==> config.mk <==
export PLATFORM = sky130hd
export DESIGN_NAME = ldl_display_ram_loader
export DESIGN_NICKNAME = d
export VERILOG_FILES = /design/src/hw/ldl_pkg.sv /design/src/hw/ldl_display_ram_loader.sv
export VERILOG_INCLUDE_DIRS = /design/src /design/src/hw
export SDC_FILE = /design/constraint.sdc
export NUM_CORES = 1
export LEC_CHECK = 0
export BUFFER_PORTS_ARGS = -buffer_cell sky130_fd_sc_hd__buf_2
export CAP_MARGIN = 20
export CORE_UTILIZATION = 40
export DETAILED_ROUTE_END_ITERATION = 10
export HOLD_SLACK_MARGIN = 0.02
export PLACE_DENSITY = 0.55
export SYNTH_ARGS = -nofsm -noshare
export SYNTH_HDL_FRONTEND = slang
export SYNTH_SLANG_ARGS = --single-unit
==> constraint.sdc <==
create_clock -name clk -period 4.6 [get_ports clk]
set_clock_uncertainty 0.15 [all_clocks]
set_input_delay 1.15 -clock clk [delete_from_list [all_inputs] [get_ports clk]]
set_output_delay 1.15 -clock clk [all_outputs]
set_load 0.02 [all_outputs]
==> src/hw/ldl_params.svh <==
// Constants for the display RAM loader: sizes, codes, reset values
`ifndef LDL_PARAMS_SVH
`define LDL_PARAMS_SVH

// ****************************************
// Memory geometry
// ****************************************
`define LDL_WORDS 32
`define LDL_ROWS 4
`define LDL_PTR_W 5
`define LDL_SUB_W 3

// ****************************************
// Drive mode codes
// ****************************************
`define LDL_MODE_STATIC 2'h0
`define LDL_MODE_MUX2 2'h1
`define LDL_MODE_MUX3 2'h2
`define LDL_MODE_MUX4 2'h3

// ****************************************
// Pointer steps per byte
// ****************************************
`define LDL_STEP_STATIC 6'h08
`define LDL_STEP_MUX2 6'h04
`define LDL_STEP_MUX3 6'h03
`define LDL_STEP_MUX4 6'h02

// ****************************************
// Reset values and byte framing
// ****************************************
`define LDL_PTR_RST 5'h00
`define LDL_SUB_RST 3'h0
`define LDL_LAST_BIT 3'h7
`define LDL_ALT_ROW_BASE 2'h2
`define LDL_FIFO_DEPTH 2'h2

`endif

==> src/hw/ldl_pkg.sv <==
// Types shared by the display RAM loader
package ldl_pkg;

   // ****************************************
   // Drive modes
   // ****************************************
   typedef enum logic [1:0] {
      LDL_STATIC = 2'h0,
      LDL_MUX2 = 2'h1,
      LDL_MUX3 = 2'h2,
      LDL_MUX4 = 2'h3
   } ldl_mode_e;

   // ****************************************
   // Whole state of the loader
   // ****************************************
   typedef struct packed {
      logic [31:0][3:0] ram;
      logic [4:0] ptr;
      logic [2:0] sub;
      ldl_mode_e mode;
      logic bankAlt;
      logic [2:0] bitCnt;
      logic [1:0] fifoBits;
      logic [1:0] fifoCnt;
      logic [2:0] pinMeta;
      logic [2:0] pinSync;
      logic [31:0] segRow;
      logic ovf;
   } ldl_state_s;

endpackage : ldl_pkg
==> src/hw/ldl_display_ram_loader.sv <==
// Display RAM write path: bit placement, data pointer, subaddress gating
`timescale 1ns/1ps
`default_nettype none
`include "ldl_params.svh"

// Operation
// - Display memory is 32 words of 4 bits; 1 means element on.
// - Word address selects segment output, bit position selects backplane row.
// - During backplane slot k, segments show memory row k.
// - Display bits are written as each arrives, not after acknowledge.
// - Static mode: one bit per word, row 0, eight words.
// - 1:2 mode: bit pairs into rows 0 and 1 of four words.
// - 1:3 mode: triples into rows 0-2; last word row 3 untouched.
// - 1:4 mode: four bits per word filling rows 0-3, two words.
// - Load-pointer command sets address where next byte starts.
// - Pointer advances 8, 4, 3 or 2 after each byte by mode.
// - Data stored only while subaddress counter equals subaddress pins.
// - Device-select command loads the subaddress counter.
// - On subaddress mismatch the write is dropped, pointer still advances.
// - Subaddress counter increments by one on each pointer overflow.
// - Reset clears pointer and subaddress counter to zero.
// - Alternate bank moves static data to row 2, 1:2 to rows 2-3.
module ldl_display_ram_loader (
   input wire logic clk,
   input wire logic rstn,
   // Serial display bits from the bus front end, first bit = MSB
   input wire logic inValid,
   output logic inReady,
   input wire logic inBit,
   input wire logic dataAbort,
   // Decoded commands, one-cycle pulses
   input wire logic loadPtrValid,
   input wire logic [4:0] loadPtrValue,
   input wire logic devSelValid,
   input wire logic [2:0] devSelValue,
   input wire logic modeValid,
   input wire logic [1:0] modeValue,
   input wire logic bankValid,
   input wire logic bankAltValue,
   // Hardware subaddress pins, asynchronous
   input wire logic hw_subaddr_pin_0,
   input wire logic hw_subaddr_pin_1,
   input wire logic hw_subaddr_pin_2,
   // Multiplex slot from the output side
   input wire logic [1:0] activeRow,
   output logic [31:0] segRow,
   output logic [4:0] dataPtr,
   output logic [2:0] subCount,
   output logic ptrOverflow
);

   // ****************************************
   // Placement helpers
   // ****************************************

   // Word offset of bit j inside the current byte
   function automatic logic [4:0] wordOffset(input ldl_pkg::ldl_mode_e m, input logic [2:0] j);
      logic [4:0] r;
      r = 5'h00;
      case (m)
         ldl_pkg::LDL_STATIC: r = {2'h0, j};
         ldl_pkg::LDL_MUX2: r = {3'h0, j[2:1]};
         ldl_pkg::LDL_MUX3: begin
            if (j >= 3'h6) begin
               r = 5'h02;
            end else if (j >= 3'h3) begin
               r = 5'h01;
            end else begin
               r = 5'h00;
            end
         end
         default: r = {4'h0, j[2]};
      endcase
      return r;
   endfunction : wordOffset

   // Row of bit j; alternate bank only matters in static and 1:2
   function automatic logic [1:0] rowOf(input ldl_pkg::ldl_mode_e m, input logic [2:0] j,
                                        input logic alt);
      logic [1:0] base;
      logic [1:0] r;
      base = alt ? `LDL_ALT_ROW_BASE : 2'h0;
      r = 2'h0;
      case (m)
         ldl_pkg::LDL_STATIC: r = base;
         ldl_pkg::LDL_MUX2: r = base | {1'b0, j[0]};
         ldl_pkg::LDL_MUX3: begin
            // Rows 0..2 only, so row 3 of the third word is never hit
            if (j == 3'h0 || j == 3'h3 || j == 3'h6) begin
               r = 2'h0;
            end else if (j == 3'h1 || j == 3'h4 || j == 3'h7) begin
               r = 2'h1;
            end else begin
               r = 2'h2;
            end
         end
         default: r = j[1:0];
      endcase
      return r;
   endfunction : rowOf

   // Pointer step per byte
   function automatic logic [5:0] stepOf(input ldl_pkg::ldl_mode_e m);
      logic [5:0] s;
      s = `LDL_STEP_MUX4;
      case (m)
         ldl_pkg::LDL_STATIC: s = `LDL_STEP_STATIC;
         ldl_pkg::LDL_MUX2: s = `LDL_STEP_MUX2;
         ldl_pkg::LDL_MUX3: s = `LDL_STEP_MUX3;
         default: s = `LDL_STEP_MUX4;
      endcase
      return s;
   endfunction : stepOf

   // ****************************************
   // State
   // ****************************************
   ldl_pkg::ldl_state_s st_r;
   ldl_pkg::ldl_state_s st_nxt;

   logic cmdBusy;
   logic push;
   logic pop;
   logic headBit;
   logic subMatch;
   logic [4:0] wrWord;
   logic [1:0] wrRow;
   logic [5:0] ptrSum;

   // Commands own the cycle, so the drain stalls and the buffer fills
   assign cmdBusy = loadPtrValid | devSelValid | modeValid | bankValid;
   assign inReady = (st_r.fifoCnt != `LDL_FIFO_DEPTH) && !dataAbort;
   assign push = inValid & inReady;
   assign pop = (st_r.fifoCnt != 2'h0) && !cmdBusy && !dataAbort;
   assign headBit = st_r.fifoBits[0];
   assign subMatch = (st_r.sub == st_r.pinSync);

   // Placement of the bit at the buffer head
   assign wrWord = st_r.ptr + wordOffset(st_r.mode, st_r.bitCnt);
   assign wrRow = rowOf(st_r.mode, st_r.bitCnt, st_r.bankAlt);
   assign ptrSum = {1'b0, st_r.ptr} + stepOf(st_r.mode);

   // ****************************************
   // Next-state logic
   // ****************************************
   always_comb begin
      st_nxt = st_r;
      st_nxt.ovf = 1'b0;

      // Pin synchroniser; pins are assumed steady during access
      st_nxt.pinMeta = {hw_subaddr_pin_2, hw_subaddr_pin_1, hw_subaddr_pin_0};
      st_nxt.pinSync = st_r.pinMeta;

      // Segment view of the row for the current slot
      for (int w = 0; w < `LDL_WORDS; w++) begin
         st_nxt.segRow[w] = st_r.ram[w][activeRow];
      end

      // Two-entry bit buffer
      case ({push, pop})
         2'b10: begin
            st_nxt.fifoBits[st_r.fifoCnt[0]] = inBit;
            st_nxt.fifoCnt = st_r.fifoCnt + 2'h1;
         end
         2'b01: begin
            st_nxt.fifoBits[0] = st_r.fifoBits[1];
            st_nxt.fifoCnt = st_r.fifoCnt - 2'h1;
         end
         2'b11: begin
            if (st_r.fifoCnt == 2'h1) begin
               st_nxt.fifoBits[0] = inBit;
            end else begin
               st_nxt.fifoBits[0] = st_r.fifoBits[1];
               st_nxt.fifoBits[1] = inBit;
            end
         end
         default: begin
         end
      endcase

      // Each bit lands in memory as soon as it is drained, if the subaddress matches
      if (pop) begin
         if (subMatch) begin
            st_nxt.ram[wrWord][wrRow] = headBit;
         end
         if (st_r.bitCnt == `LDL_LAST_BIT) begin
            st_nxt.bitCnt = 3'h0;
            st_nxt.ptr = ptrSum[4:0];
            if (ptrSum[5]) begin
               st_nxt.ovf = 1'b1;
               st_nxt.sub = st_r.sub + 3'h1;
            end
         end else begin
            st_nxt.bitCnt = st_r.bitCnt + 3'h1;
         end
      end

      // Aborted transfer drops buffered bits and restarts the bit count; bits already drained and the pointer stay
      if (dataAbort) begin
         st_nxt.bitCnt = 3'h0;
         st_nxt.fifoCnt = 2'h0;
      end

      // Commands
      if (loadPtrValid) begin
         st_nxt.ptr = loadPtrValue;
         st_nxt.bitCnt = 3'h0;
      end
      if (devSelValid) begin
         st_nxt.sub = devSelValue;
      end
      if (modeValid) begin
         st_nxt.mode = ldl_pkg::ldl_mode_e'(modeValue);
         st_nxt.bitCnt = 3'h0;
      end
      if (bankValid) begin
         st_nxt.bankAlt = bankAltValue;
      end
   end

   // ****************************************
   // State register
   // ****************************************

   // Memory contents are not cleared; only control state resets
   always_ff @(posedge clk) begin
      if (!rstn) begin
         st_r.ram <= st_nxt.ram;
         st_r.ptr <= `LDL_PTR_RST;
         st_r.sub <= `LDL_SUB_RST;
         st_r.mode <= ldl_pkg::LDL_STATIC;
         st_r.bankAlt <= 1'b0;
         st_r.bitCnt <= 3'h0;
         st_r.fifoBits <= 2'h0;
         st_r.fifoCnt <= 2'h0;
         st_r.pinMeta <= 3'h0;
         st_r.pinSync <= 3'h0;
         st_r.segRow <= 32'h0000_0000;
         st_r.ovf <= 1'b0;
      end else begin
         st_r <= st_nxt;
      end
   end

   // ****************************************
   // Outputs
   // ****************************************
   assign segRow = st_r.segRow;
   assign dataPtr = st_r.ptr;
   assign subCount = st_r.sub;
   assign ptrOverflow = st_r.ovf;

endmodule : ldl_display_ram_loader
`default_nettype wire

==> Word level (Yosys, flattened, before mapping) <==
Cells that the tools add are included.
{ "totals": {"output_inout_bits": 42, "wordCells": 201, "in_bits": 25, "reg_bits": 185} }
{ "op_classes": {"n_mux": 93, "eq_ne": 14, "n_reduce_logical": 29, "add_sub_neg": 6, "order_cmp": 9, "bitwise_logic": 6} }
{ "ops": {"columns": ["operator", "n"], "rows": [
  ["$mux 136", 1],
  ["$bwmux 128", 1],
  ["$mux 128", 1],
  ["$bmux 1 s2", 32],
  ["$mux 1", 38],
  ["$demux 4 s5", 1],
  ["$reduce_bool 2->1", 8],
  ["$pmux 4 s3", 1],
  ["$eq 3x3->1 const B", 3],
  ["$mux 3", 3],
  ["$pmux 3 s3", 1],
  ["$mux 2", 4],
  ["$mux 8", 1],
  ["$add 3x1->3 const B", 2],
  ["$add 5x6->6", 1],
  ["$eq 2x1->1 const B", 3],
  ["$eq 2x2->1 const B", 3],
  ["$logic_and 1x1->1", 6],
  ["$lt 2x3->1 const B", 2],
  ["$lt 5x6->1 const B", 1],
  ["$pmux 2 s3", 1],
  ["$reduce_and 3->1", 2],
  ["$add 5x5->5", 1],
  ["$ge 5x1->1 const B", 1],
  ["31 further kinds", 39]
]} }

==> Logic depth before layout (Yosys ltp) <==
Gate-level depths: netlist of the first run.
{ "depth": {"ltp_word": 16, "ltp_mapped": 14, "depth_no_buf": 13} }

==> Worst setup path before layout of the first run <==
Ideal clock, no wire load.
{ "synth_timing": {"path_type": "reg2reg", "start": "register st_r[43] (netlist bit)", "end": "register st_r[73] (netlist bit) (enable)", "n_path_buf": 1, "setup_ns": 0.299, "required_ns": 4.151, "path_slack_ns": 1.247, "synth_period_minus_slack_ns": 3.353, "path_stages_with_launch": 12, "arrival_ns": 2.904, "cell_sequence": "dfxtp_1 ha_1 ha_1 a21oi_1 o311a_1 a21oi_1 ha_1 fa_1 or2_2 buf_1 or3_1 nor2_1"} }
{ "synth_between": {"elab_chain_len": 15, "elab_cells_between_ends": 33, "classes_between": "add/sub: 1; order compare: 6; eq/ne: 5; mux: 13; bitwise: 1; reduce/logical: 7"} }
{ "synth_lines": {"columns": ["item", "line_no", "rtl"], "rows": [
  ["start, declared", "ldl_display_ram_loader.sv:118", "ldl_pkg::ldl_state_s st_r;"],
  ["start signal, assigned", "ldl_display_ram_loader.sv:241", "st_r <= st_nxt;"],
  ["parallel branches: the longest is 11 deep, another holds $lt 5x6->1", null, null],
  ["$demux 4 s5 *", "ldl_display_ram_loader.sv:184", "st_nxt.ram[wrWord][wrRow] = headBit;"],
  ["$bwmux 128 *", "ldl_display_ram_loader.sv:184", null],
  ["$mux 128 *", "ldl_display_ram_loader.sv:183", "if (subMatch) begin"],
  ["$mux 136 *", "ldl_display_ram_loader.sv:182", "if (pop) begin"]
]} }
Every way passes the cells marked *. The select of a mux whose other input is x is not followed.
A chain may end at the register's enable or synchronous reset.

==> Worst setup path after layout of the first run <==
{ "layout_timing": {"start": "register st_r[44] (netlist bit)", "end": "register st_r[132] (netlist bit) (enable)"} }
The elaborated chain is that of the path after synthesis.

==> results.sh, run 1 <==
export IMPL_vdd_drop_max_mv=0.260
export IMPL_postRouteAntennaNets=0
export IMPL_port_buffers=66
export IMPL_clkPwrFrac=0.412
export IMPL_path_class="register to register"
export IMPL_hold_class="register to register"
export IMPL_startpoint="st_r[44]"
export IMPL_cts_buffer_depth=2
export IMPL_dp_hpwl_mm=10.7
export IMPL_synth_edff_count=128
export IMPL_swShare=0.230
export IMPL_vias=5088
export IMPL_crit_path_end="st_r[132]"
export IMPL_gr_total_overflow=0
export IMPL_startpoint_type="register"
export IMPL_drive_gt1_frac=0.242
export IMPL_yosysMostFrequentCell="edfxtp_1"
export IMPL_worst_path_max_fanout=16
export IMPL_cts_max_level=4
export IMPL_cts_buffers=17
export IMPL_finalSetupViolations=0
export IMPL_status="finished, final reports clean"
export IMPL_power_total_mw=3.52
export IMPL_pre_cts_slack_ns=0.783
export IMPL_cp_num_cells=12
export IMPL_async_flop_share=0
export IMPL_io_pins=67
export IMPL_synth_area_per_cell_um2=12.8
export IMPL_antenna_diode_count=0
export IMPL_die_x_um=147
export IMPL_crit_path_cell_trace="ha_1, nor2_1, o21ai_0, o311a_1, a21oi_1, ha_1, fa_1, xor2_1, o21ai_0, mux2i_2, buf_4, nor4_1"
export IMPL_synth_commonest_cells="128 x edfxtp_1, 118 x nor2_1, 57 x dfxtp_1"
export IMPL_fill_cells=1885
export IMPL_grt_max_degree=72
export IMPL_grt_pass1_vias=5110
export IMPL_grt_pass1_wl_mm=27.4
export IMPL_end_kind="register"
export IMPL_gp_congestion=0.769
export IMPL_pwr_share_seq=0.520
export IMPL_intPower_mw=2.72
export IMPL_r2r_end="st_r[132]"
export IMPL_maxCapViolations=0
export IMPL_drt_first_pass_iters=5
export IMPL_start_util=0.412
export IMPL_syn2layout_area_growth_pct=10.6
export IMPL_drc_errors=0
export IMPL_leakagePower_nw=3.27
export IMPL_critPathMaxStageDelay_ns=0.52
export IMPL_syn_cell_area_mm2=0.00845
export IMPL_cts_hold_buf=0
export IMPL_hold_violations=0
export IMPL_wl_per_cell_um=17.6
export IMPL_coreArea_mm2=0.0205
export IMPL_finalCriticalPeriod_ns=3.77
export IMPL_die_y_um=147
export IMPL_syn_inst=662
export IMPL_antenna_found_initial=0
export IMPL_ys_top_cells_by_area="edfxtp_1 45%, dfxtp_1 14%, mux4_2 8.5%, nor2_1 5.2%, buf_4 3.7%"
export IMPL_slew_violations=0
export IMPL_path_delay_family="adder cells"
export IMPL_cts_clk_slew_worst_paths_ns=0.07
export IMPL_period_share=0.819
export IMPL_tritoncts="done"
export IMPL_synth_top_area_frac=0.455
export IMPL_crit_required_ns=4.61
export IMPL_finish_utilization=0.456
export IMPL_ys_ff_latch=185
export IMPL_cp_slowest_cell="dfxtp_1"
export IMPL_layout_setup_ws_ns=0.832
export IMPL_r2r_slack_ns=0.83
export IMPL_vias_per_cell=5.29
export IMPL_clock_latency_ns=0.43
export IMPL_synth_warnings=0
export IMPL_pwr_share_comb=0.068
export IMPL_num_rows=52
export IMPL_rsz0062_at_grt="no"
export IMPL_worst_path_buf_inv=1
export IMPL_fin_setup_tns_ns=0
export IMPL_synth_main_ff_cell="edfxtp_1"
export IMPL_slew_headroom=0.373
export IMPL_cts_sinks=185
export IMPL_power_switching_mw=0.809
export IMPL_synth_nets=710
export IMPL_finalNetCount=726
export IMPL_rr_worst_depth=12
export IMPL_power_density_mw_per_mm2=377
export IMPL_synth_seq_area_share=0.590
export IMPL_cts_root_buf="clkbuf_16"
export IMPL_cts_resized_gates=0
export IMPL_fmax_ghz=0.265
export IMPL_r2r_start="st_r[44]"
export IMPL_drt_initial_drc_count=382
export IMPL_ys_types=50
export IMPL_wl_mm=17.0
export IMPL_crit_arrival_ns=3.78
export IMPL_post_cts_setup_buffers=0
export IMPL_grt_total_usage=0.166
export IMPL_synth_top_cell_by_area="edfxtp_1"
export IMPL_die_area_mm2=0.0217
export IMPL_tightest_slew_ns=0.940
layout make-up:
cell class	count	area, µm²	area share
clock inverters	13	140	0.0150
repair buffers	80	448	0.0479
clock buffers	19	443	0.0474
inverters	13	48.8	0.00522
well taps	270	338	0.0361
multi-input cells	381	2940	0.315
flip-flops and latches	185	4990	0.533
per-layer routing:
metal  global-route usage  vias to the layer above  wire (µm)  share of wire
met5                    0                        -          0              0
met4               0.0577                        0        257          0.015
met3               0.0317                       18        684          0.040
met2                0.266                      127       8150           0.48
met1                0.225                     2544       7860           0.46
li1                     -                     2399          -              -
cell families after synthesis:
kind of cell,synth area share
flip-flops,0.590
AND/OR/NAND/NOR,0.164
AO/OA/AOI/OAI,0.0400
adder cells (fa/ha/maj),0.0358
XOR/XNOR,0.0114
buffers and inverters,0.0631
multiplexers,0.0961
worst min-delay path by stage:
| stage | cells after the start | endpoint | slack, ns | start |
|---|---|---|---|---|
| final | 1 | st_r[35] | 0.29 | st_nxt[35] |
| after detailed placement | 1 | st_r[33] | 0.27 | st_nxt[33] |
| after floorplan | 1 | st_r[33] | 0.26 | st_nxt[33] |
| after CTS | 1 | st_r[33] | 0.29 | st_nxt[33] |
| after global placement | 1 | st_r[35] | 0.27 | st_nxt[35] |
| after global routing | 1 | st_r[35] | 0.31 | st_nxt[35] |
power by group through the flow:
| stage | registers, mW | clock network, mW | logic, mW |
|---|---|---|---|
| floorplan | 1.87 | 0 | 0.185 |
| global placement | 1.87 | 0 | 0.238 |
| global route | 1.84 | 1.55 | 0.261 |
| CTS | 1.83 | 1.48 | 0.242 |
| detailed placement | 1.87 | 0 | 0.241 |
| finish | 1.83 | 1.45 | 0.238 |
layout by cell type, fill, tap and decap left out, types with 3 or more instances in the layout:
master / n
edfxtp_1: 128
nor2_1: 118
buf_2: 66
dfxtp_1: 56
and2_1: 39
mux4_2: 32
nor4_1: 22
ha_1: 21
clkbuf_16: 17
a21oi_1: 14
buf_4: 13
nand3_1: 12
inv_1: 11
nor4_2: 10
nand2_1: 9
or3_1: 8
nand3b_1: 8
mux2i_1: 7
o21ai_0: 7
nor2b_1: 7
nor3_1: 6
a211oi_1: 6
xor2_1: 6
nand2b_1: 4
nand3_2: 4
xnor2_1: 4
o31ai_1: 4
nand4_1: 4
a21o_1: 3
a22oi_1: 3
state kept, by name, summed over array words and instances (netlist names):
| register | flops |
|---|---|
| headBit | 1 |
| st_r | 140 |
| dataPtr | 5 |
| ptrOverflow | 1 |
| st_nxt | 3 |
| segRow | 32 |
| subCount | 3 |
metrics by stage:
| stage | cell area, µm² | hold slack (ns) | cells |
|---|---|---|---|
| after global routing | 9350 | 0.310 | 961 |
| after floorplan | 8450 | 0.262 | 662 |
| final | 9350 | 0.289 | 961 |
| after detailed placement | 8760 | 0.269 | 929 |
| after global placement | 8760 | 0.275 | 929 |
| after CTS | 9350 | 0.294 | 961 |
Power figures use the tool's default switching activity.
==> run 2: changes to the inputs <==
- clock period: 4.6 -> 3.5 ns (I/O delays scaled with it)
==> run 2 against run 1 <==
Die area unchanged. Highest routed layer unchanged. Critical endpoint is now st_r[74]. Register-to-register slack lost 0.67 ns. Flip-flop and latch count did not move. Utilization increased by 1.5 points. Critical path depth is 2 lower. Critical path type unchanged.
==> results.sh, run 2 (same netlist as run 1, synthesis figures left out) <==
export IMPL_status="finished, final reports clean"
export IMPL_cts_resized_gates=0
export IMPL_end_kind="register"
export IMPL_coreArea_mm2=0.0205
export IMPL_mostFrequentLayoutCells="128 x edfxtp_1, 117 x nor2_1, 66 x buf_2"
export IMPL_r2r_end="st_r[74]"
export IMPL_wl_mm=17.2
export IMPL_cts_buffer_depth=2
export IMPL_num_rows=52
export IMPL_start_util=0.412
export IMPL_cp_common_cell="ha_1"
export IMPL_grt_pass1_vias=5280
export IMPL_crit_required_ns=3.49
export IMPL_dp_cells=949
export IMPL_cts_buffers=17
export IMPL_vias_per_cell=5.18
export IMPL_period_share=0.953
export IMPL_pre_cts_slack_ns=0.0154
export IMPL_layout_setup_ws_ns=0.166
export IMPL_drt_first_pass_iters=4
export IMPL_slew_headroom=0.460
export IMPL_hold_depth=1
export IMPL_top_register="st_r"
export IMPL_antenna_found_initial=0
export IMPL_cts_clk_slew_worst_paths_ns=0.07
export IMPL_wl_per_cell_um=17.6
export IMPL_leakagePower_nw=3.38
export IMPL_cp_slowest_cell="fa_2"
export IMPL_cts_hold_buf=0
export IMPL_design_area_mm2=0.00966
export IMPL_grt_total_usage=0.170
export IMPL_antenna_diode_count=0
export IMPL_largest_register_ffs=140
export IMPL_crit_arrival_ns=3.32
export IMPL_die_y_um=147
export IMPL_clock_latency_ns=0.43
export IMPL_hold_end="st_r[35]"
export IMPL_tritoncts="done"
export IMPL_finalSetupViolations=0
export IMPL_gr_total_overflow=0
export IMPL_port_buffers=66
export IMPL_finalCriticalPeriod_ns=3.33
export IMPL_cts_root_buf="clkbuf_16"
export IMPL_postRouteAntennaNets=0
export IMPL_rr_worst_depth=10
export IMPL_cts_sinks=185
export IMPL_cts_max_level=4
export IMPL_crit_path_cell_trace="ha_1, ha_1, a21oi_1, o311a_1, a21oi_1, ha_1, fa_2, or2_2, or3_1, nor2_1"
export IMPL_hold_violations=0
export IMPL_fmax_ghz=0.300
export IMPL_dp_hpwl_mm=11.3
export IMPL_fin_hold_ws_ns=0.287
export IMPL_path_class="register to register"
export IMPL_hold_class="register to register"
export IMPL_place_area_mm2=0.00893
export IMPL_final_common_cell="edfxtp_1"
export IMPL_r2r_slack_ns=0.17
export IMPL_drc_errors=0
export IMPL_power_density_mw_per_mm2=480
export IMPL_gp_congestion=0.770
export IMPL_startpoint_type="register"
export IMPL_io_pins=67
export IMPL_die_area_mm2=0.0217
export IMPL_drt_initial_drc_count=341
export IMPL_post_cts_setup_buffers=0
export IMPL_grt_pass1_wl_mm=28.0
export IMPL_worst_path_max_fanout=7
export IMPL_syn2layout_area_growth_pct=14.3
export IMPL_hold_start="st_nxt[35]"
export IMPL_die_x_um=147
export IMPL_drive_gt1_frac=0.298
export IMPL_vdd_drop_max_mv=0.356
export IMPL_maxCapViolations=0
export IMPL_critPathMaxStageDelay_ns=0.51
export IMPL_fill_cells=1834
export IMPL_slew_violations=0
export IMPL_stdcell_count=981
export IMPL_grt_max_degree=84
export IMPL_tightest_slew_ns=0.809
export IMPL_vias=5079
export IMPL_r2r_start="st_r[43]"
export IMPL_finalNetCount=746
-- run 2: cell types whose count changed in the layout (fill, tap and decap cells not counted), moves of 2 or more --
cell / delta
inv_8: +3
buf_6: +2
nor4_2: +19
bufinv_16: -2
inv_4: -2
inv_6: +2
nor4_1: -19
buf_4: +17
clkinv_8: +3
-- run 2: metal layers --
layer	global-route usage	share of wire
met2	0.289	0.50
met4	0.0686	0.017
met3	0.0298	0.032
met1	0.215	0.45
met5	0	0
-- run 2: cell type report --
type	count	area, µm²	share of cell area
clock buffer	18	439	0.0455
clock inverter	14	150	0.0155
inverter	13	48.8	0.00505
multi-input combinational	381	3080	0.319
sequential	185	4990	0.516
tap	270	338	0.0350
timing repair buffer	100	618	0.0640
-- run 2: worst max-delay path, delay by kind of cell (launching register included) --
kind,cells,cell delay (ns)
adder cells (fa/ha/maj),4,1.09
AND/OR/NAND/NOR,3,0.93
AO/OA/AOI/OAI,3,0.48
flip-flops,1,0.40
-- run 2: how the worst max path moves through the flow --
stage               startpoint       end  slack [ns]  cells past startpoint
floorplan             st_r[43]  st_r[73]        0.15                     11
global placement      st_r[43]  st_r[62]        0.11                     12
detailed placement    st_r[43]  st_r[57]        0.02                     12
CTS                   st_r[43]  st_r[57]       0.003                     12
global route          st_r[43]  st_r[75]       -0.02                     12
finish                st_r[43]  st_r[74]        0.17                     10
-- run 2: through the flow --
stage | power [mW] | TNS (ns) | utilization
finish | 4.63 | 0 | 0.471
global route | 4.80 | -0.148 | 0.471
CTS | 4.67 | 0 | 0.464
detailed placement | 2.79 | 0 | 0.436
global placement | 2.78 | 0 | 0.436
floorplan | 2.70 | 0 | -
-- run 2: report_power, final --
part	leakage, nW	total, mW	switching [mW]	internal, mW
Sequential	1.71	2.40	0.0318	2.37
Clock	0.288	1.88	0.907	0.974
Combinational	1.39	0.346	0.210	0.136
==> run 3: changes to the inputs <==
- CORE_MARGIN: unset -> 2
==> run 3 against run 2 <==
Worst hold slack better by 0.0088 ns. Count of clock-buffer cells in the layout unchanged. Global-route usage down 0.96 points. Routed wire length down 1.8%. Via count about the same. First-iteration DRC count down 26%. Highest routed layer unchanged. Utilization down 0.69 points. Power up 2.2%. Register-to-register slack better by 0.06 ns. Non-clock buffer count up 1. Combinational power up 3%.
==> results.sh, run 3 (same netlist as run 1, synthesis figures left out) <==
export IMPL_fill_cells=1891
export IMPL_clock_latency_ns=0.43
export IMPL_design_area_mm2=0.00970
export IMPL_hold_class="register to register"
export IMPL_fin_setup_tns_ns=0
export IMPL_finalCriticalPeriod_ns=3.28
export IMPL_stdcell_count=987
export IMPL_path_class="register to register"
export IMPL_grt_pass1_wl_mm=27.1
export IMPL_startpoint_type="register"
export IMPL_die_y_um=149
export IMPL_grt_max_degree=129
export IMPL_gp_congestion=0.778
export IMPL_drt_initial_drc_count=251
export IMPL_slew_headroom=0.647
export IMPL_power_density_mw_per_mm2=488
export IMPL_slew_violations=0
export IMPL_place_area_mm2=0.00893
export IMPL_dp_hpwl_mm=10.7
export IMPL_drive_gt1_frac=0.291
export IMPL_cts_max_level=4
export IMPL_postRouteAntennaNets=0
export IMPL_cts_clk_slew_worst_paths_ns=0.07
export IMPL_pwr_share_seq=0.506
export IMPL_dp_cells=954
export IMPL_cts_hold_buf=0
export IMPL_pwr_share_comb=0.075
export IMPL_vias_per_cell=5.14
export IMPL_port_buffers=66
export IMPL_die_x_um=149
export IMPL_period_share=0.937
export IMPL_clkPwrFrac=0.419
export IMPL_crit_required_ns=3.45
export IMPL_cts_buffers=17
export IMPL_status="finished, final reports clean"
export IMPL_swShare=0.227
export IMPL_tritoncts="done"
export IMPL_syn2layout_area_growth_pct=14.8
export IMPL_fin_hold_ws_ns=0.296
export IMPL_wl_per_cell_um=17.1
export IMPL_vias=5076
export IMPL_drt_first_pass_iters=4
export IMPL_hold_violations=0
export IMPL_largest_register_ffs=140
export IMPL_grt_pass1_vias=5195
export IMPL_final_common_cell="edfxtp_1"
export IMPL_drc_errors=0
export IMPL_vdd_drop_max_mv=0.316
export IMPL_mostFrequentLayoutCells="128 x edfxtp_1, 118 x nor2_1, 66 x buf_2"
export IMPL_finalNetCount=747
export IMPL_cts_sinks=185
export IMPL_r2r_slack_ns=0.22
export IMPL_wl_mm=16.9
export IMPL_end_kind="register"
export IMPL_power_switching_mw=1.07
export IMPL_leakagePower_nw=3.41
export IMPL_cts_buffer_depth=2
export IMPL_cts_root_buf="clkbuf_16"
export IMPL_worst_path_max_fanout=16
export IMPL_num_rows=53
export IMPL_grt_total_usage=0.161
export IMPL_tightest_slew_ns=0.530
export IMPL_antenna_found_initial=0
export IMPL_finalSetupViolations=0
export IMPL_top_register="st_r"
export IMPL_fmax_ghz=0.305
export IMPL_io_pins=67
export IMPL_start_util=0.405
export IMPL_intPower_mw=3.66
export IMPL_rsz0062_at_grt="yes"
export IMPL_gr_total_overflow=0
export IMPL_coreArea_mm2=0.0209
export IMPL_maxCapViolations=0
export IMPL_crit_arrival_ns=3.22
export IMPL_antenna_diode_count=0
export IMPL_die_area_mm2=0.0223
## run 3: cell types whose count changed in the layout (fill, tap and decap cells not counted), sizes merged
| cell | change |
|---|---|
| inv | -5 |
| bufinv | +3 |
| clkinv | +2 |
| buf | +1 |
## run 3: power by group through the flow
stage | Combinational, mW | Clock (mW) | Sequential, mW
2_1_floorplan | 0.243 | 0 | 2.45
3_3_place_gp | 0.336 | 0 | 2.44
3_5_place_dp | 0.343 | 0 | 2.45
4_1_cts | 0.346 | 2.03 | 2.40
5_1_grt | 0.389 | 2.11 | 2.40
6_report | 0.355 | 1.98 | 2.40
## run 3: critical path: stages, from the launching register on
cell and delay [ns]:
dfxtp_2 0.35, ha_1 0.22, ha_1 0.20, a21oi_1 0.12
o311a_1 0.15, a21oi_1 0.04, ha_1 0.22, fa_2 0.40
or3_1 0.40, o21ai_2 0.10, mux2i_2 0.14, buf_6 0.20
nor4_1 0.25
## run 3: cell type report
class                           count  area [µm²]  share of cell area
Sequential cell                   185        4990               0.514
Timing Repair Buffer              101         646              0.0666
Tap cell                          275         344              0.0355
Clock inverter                     14         171              0.0177
Inverter                           13        48.8             0.00503
Clock buffer                       18         439              0.0453
Multi-Input combinational cell    381        3060               0.316
## run 3: final timing paths
kind	depth (start not counted)	startpoint	end
setup / recovery	12	st_r[43]	st_r[126]
hold reg to reg	1	st_nxt[34]	st_r[34]
hold / removal	1	st_nxt[34]	st_r[34]
setup reg to reg	12	st_r[43]	st_r[126]
## run 3: metrics by stage
step                 util  power [mW]  worst slack (ns)
floorplan               -        2.70             0.147
global placement    0.427        2.78             0.115
detailed placement  0.427        2.79           -0.0368
CTS                 0.457        4.77            0.0488
global route        0.464        4.90           -0.0132
finish              0.464        4.73             0.222
## run 3: timing repair
| action | in CTS | in global routing |
|---|---|---|
| buffers inserted | 0 | 0 |
| endpoints found under the hold margin | 0 | 0 |
| pin swaps | 0 | 0 |
| gates resized for setup | 3 | 22 |
| endpoints found under the setup margin | 4 | 89 |
## run 3: layer usage
metal	routed length (µm)	track usage
met3	639	0.0306
met4	284	0.0571
met5	0	0
met1	7270	0.201
met2	8710	0.278
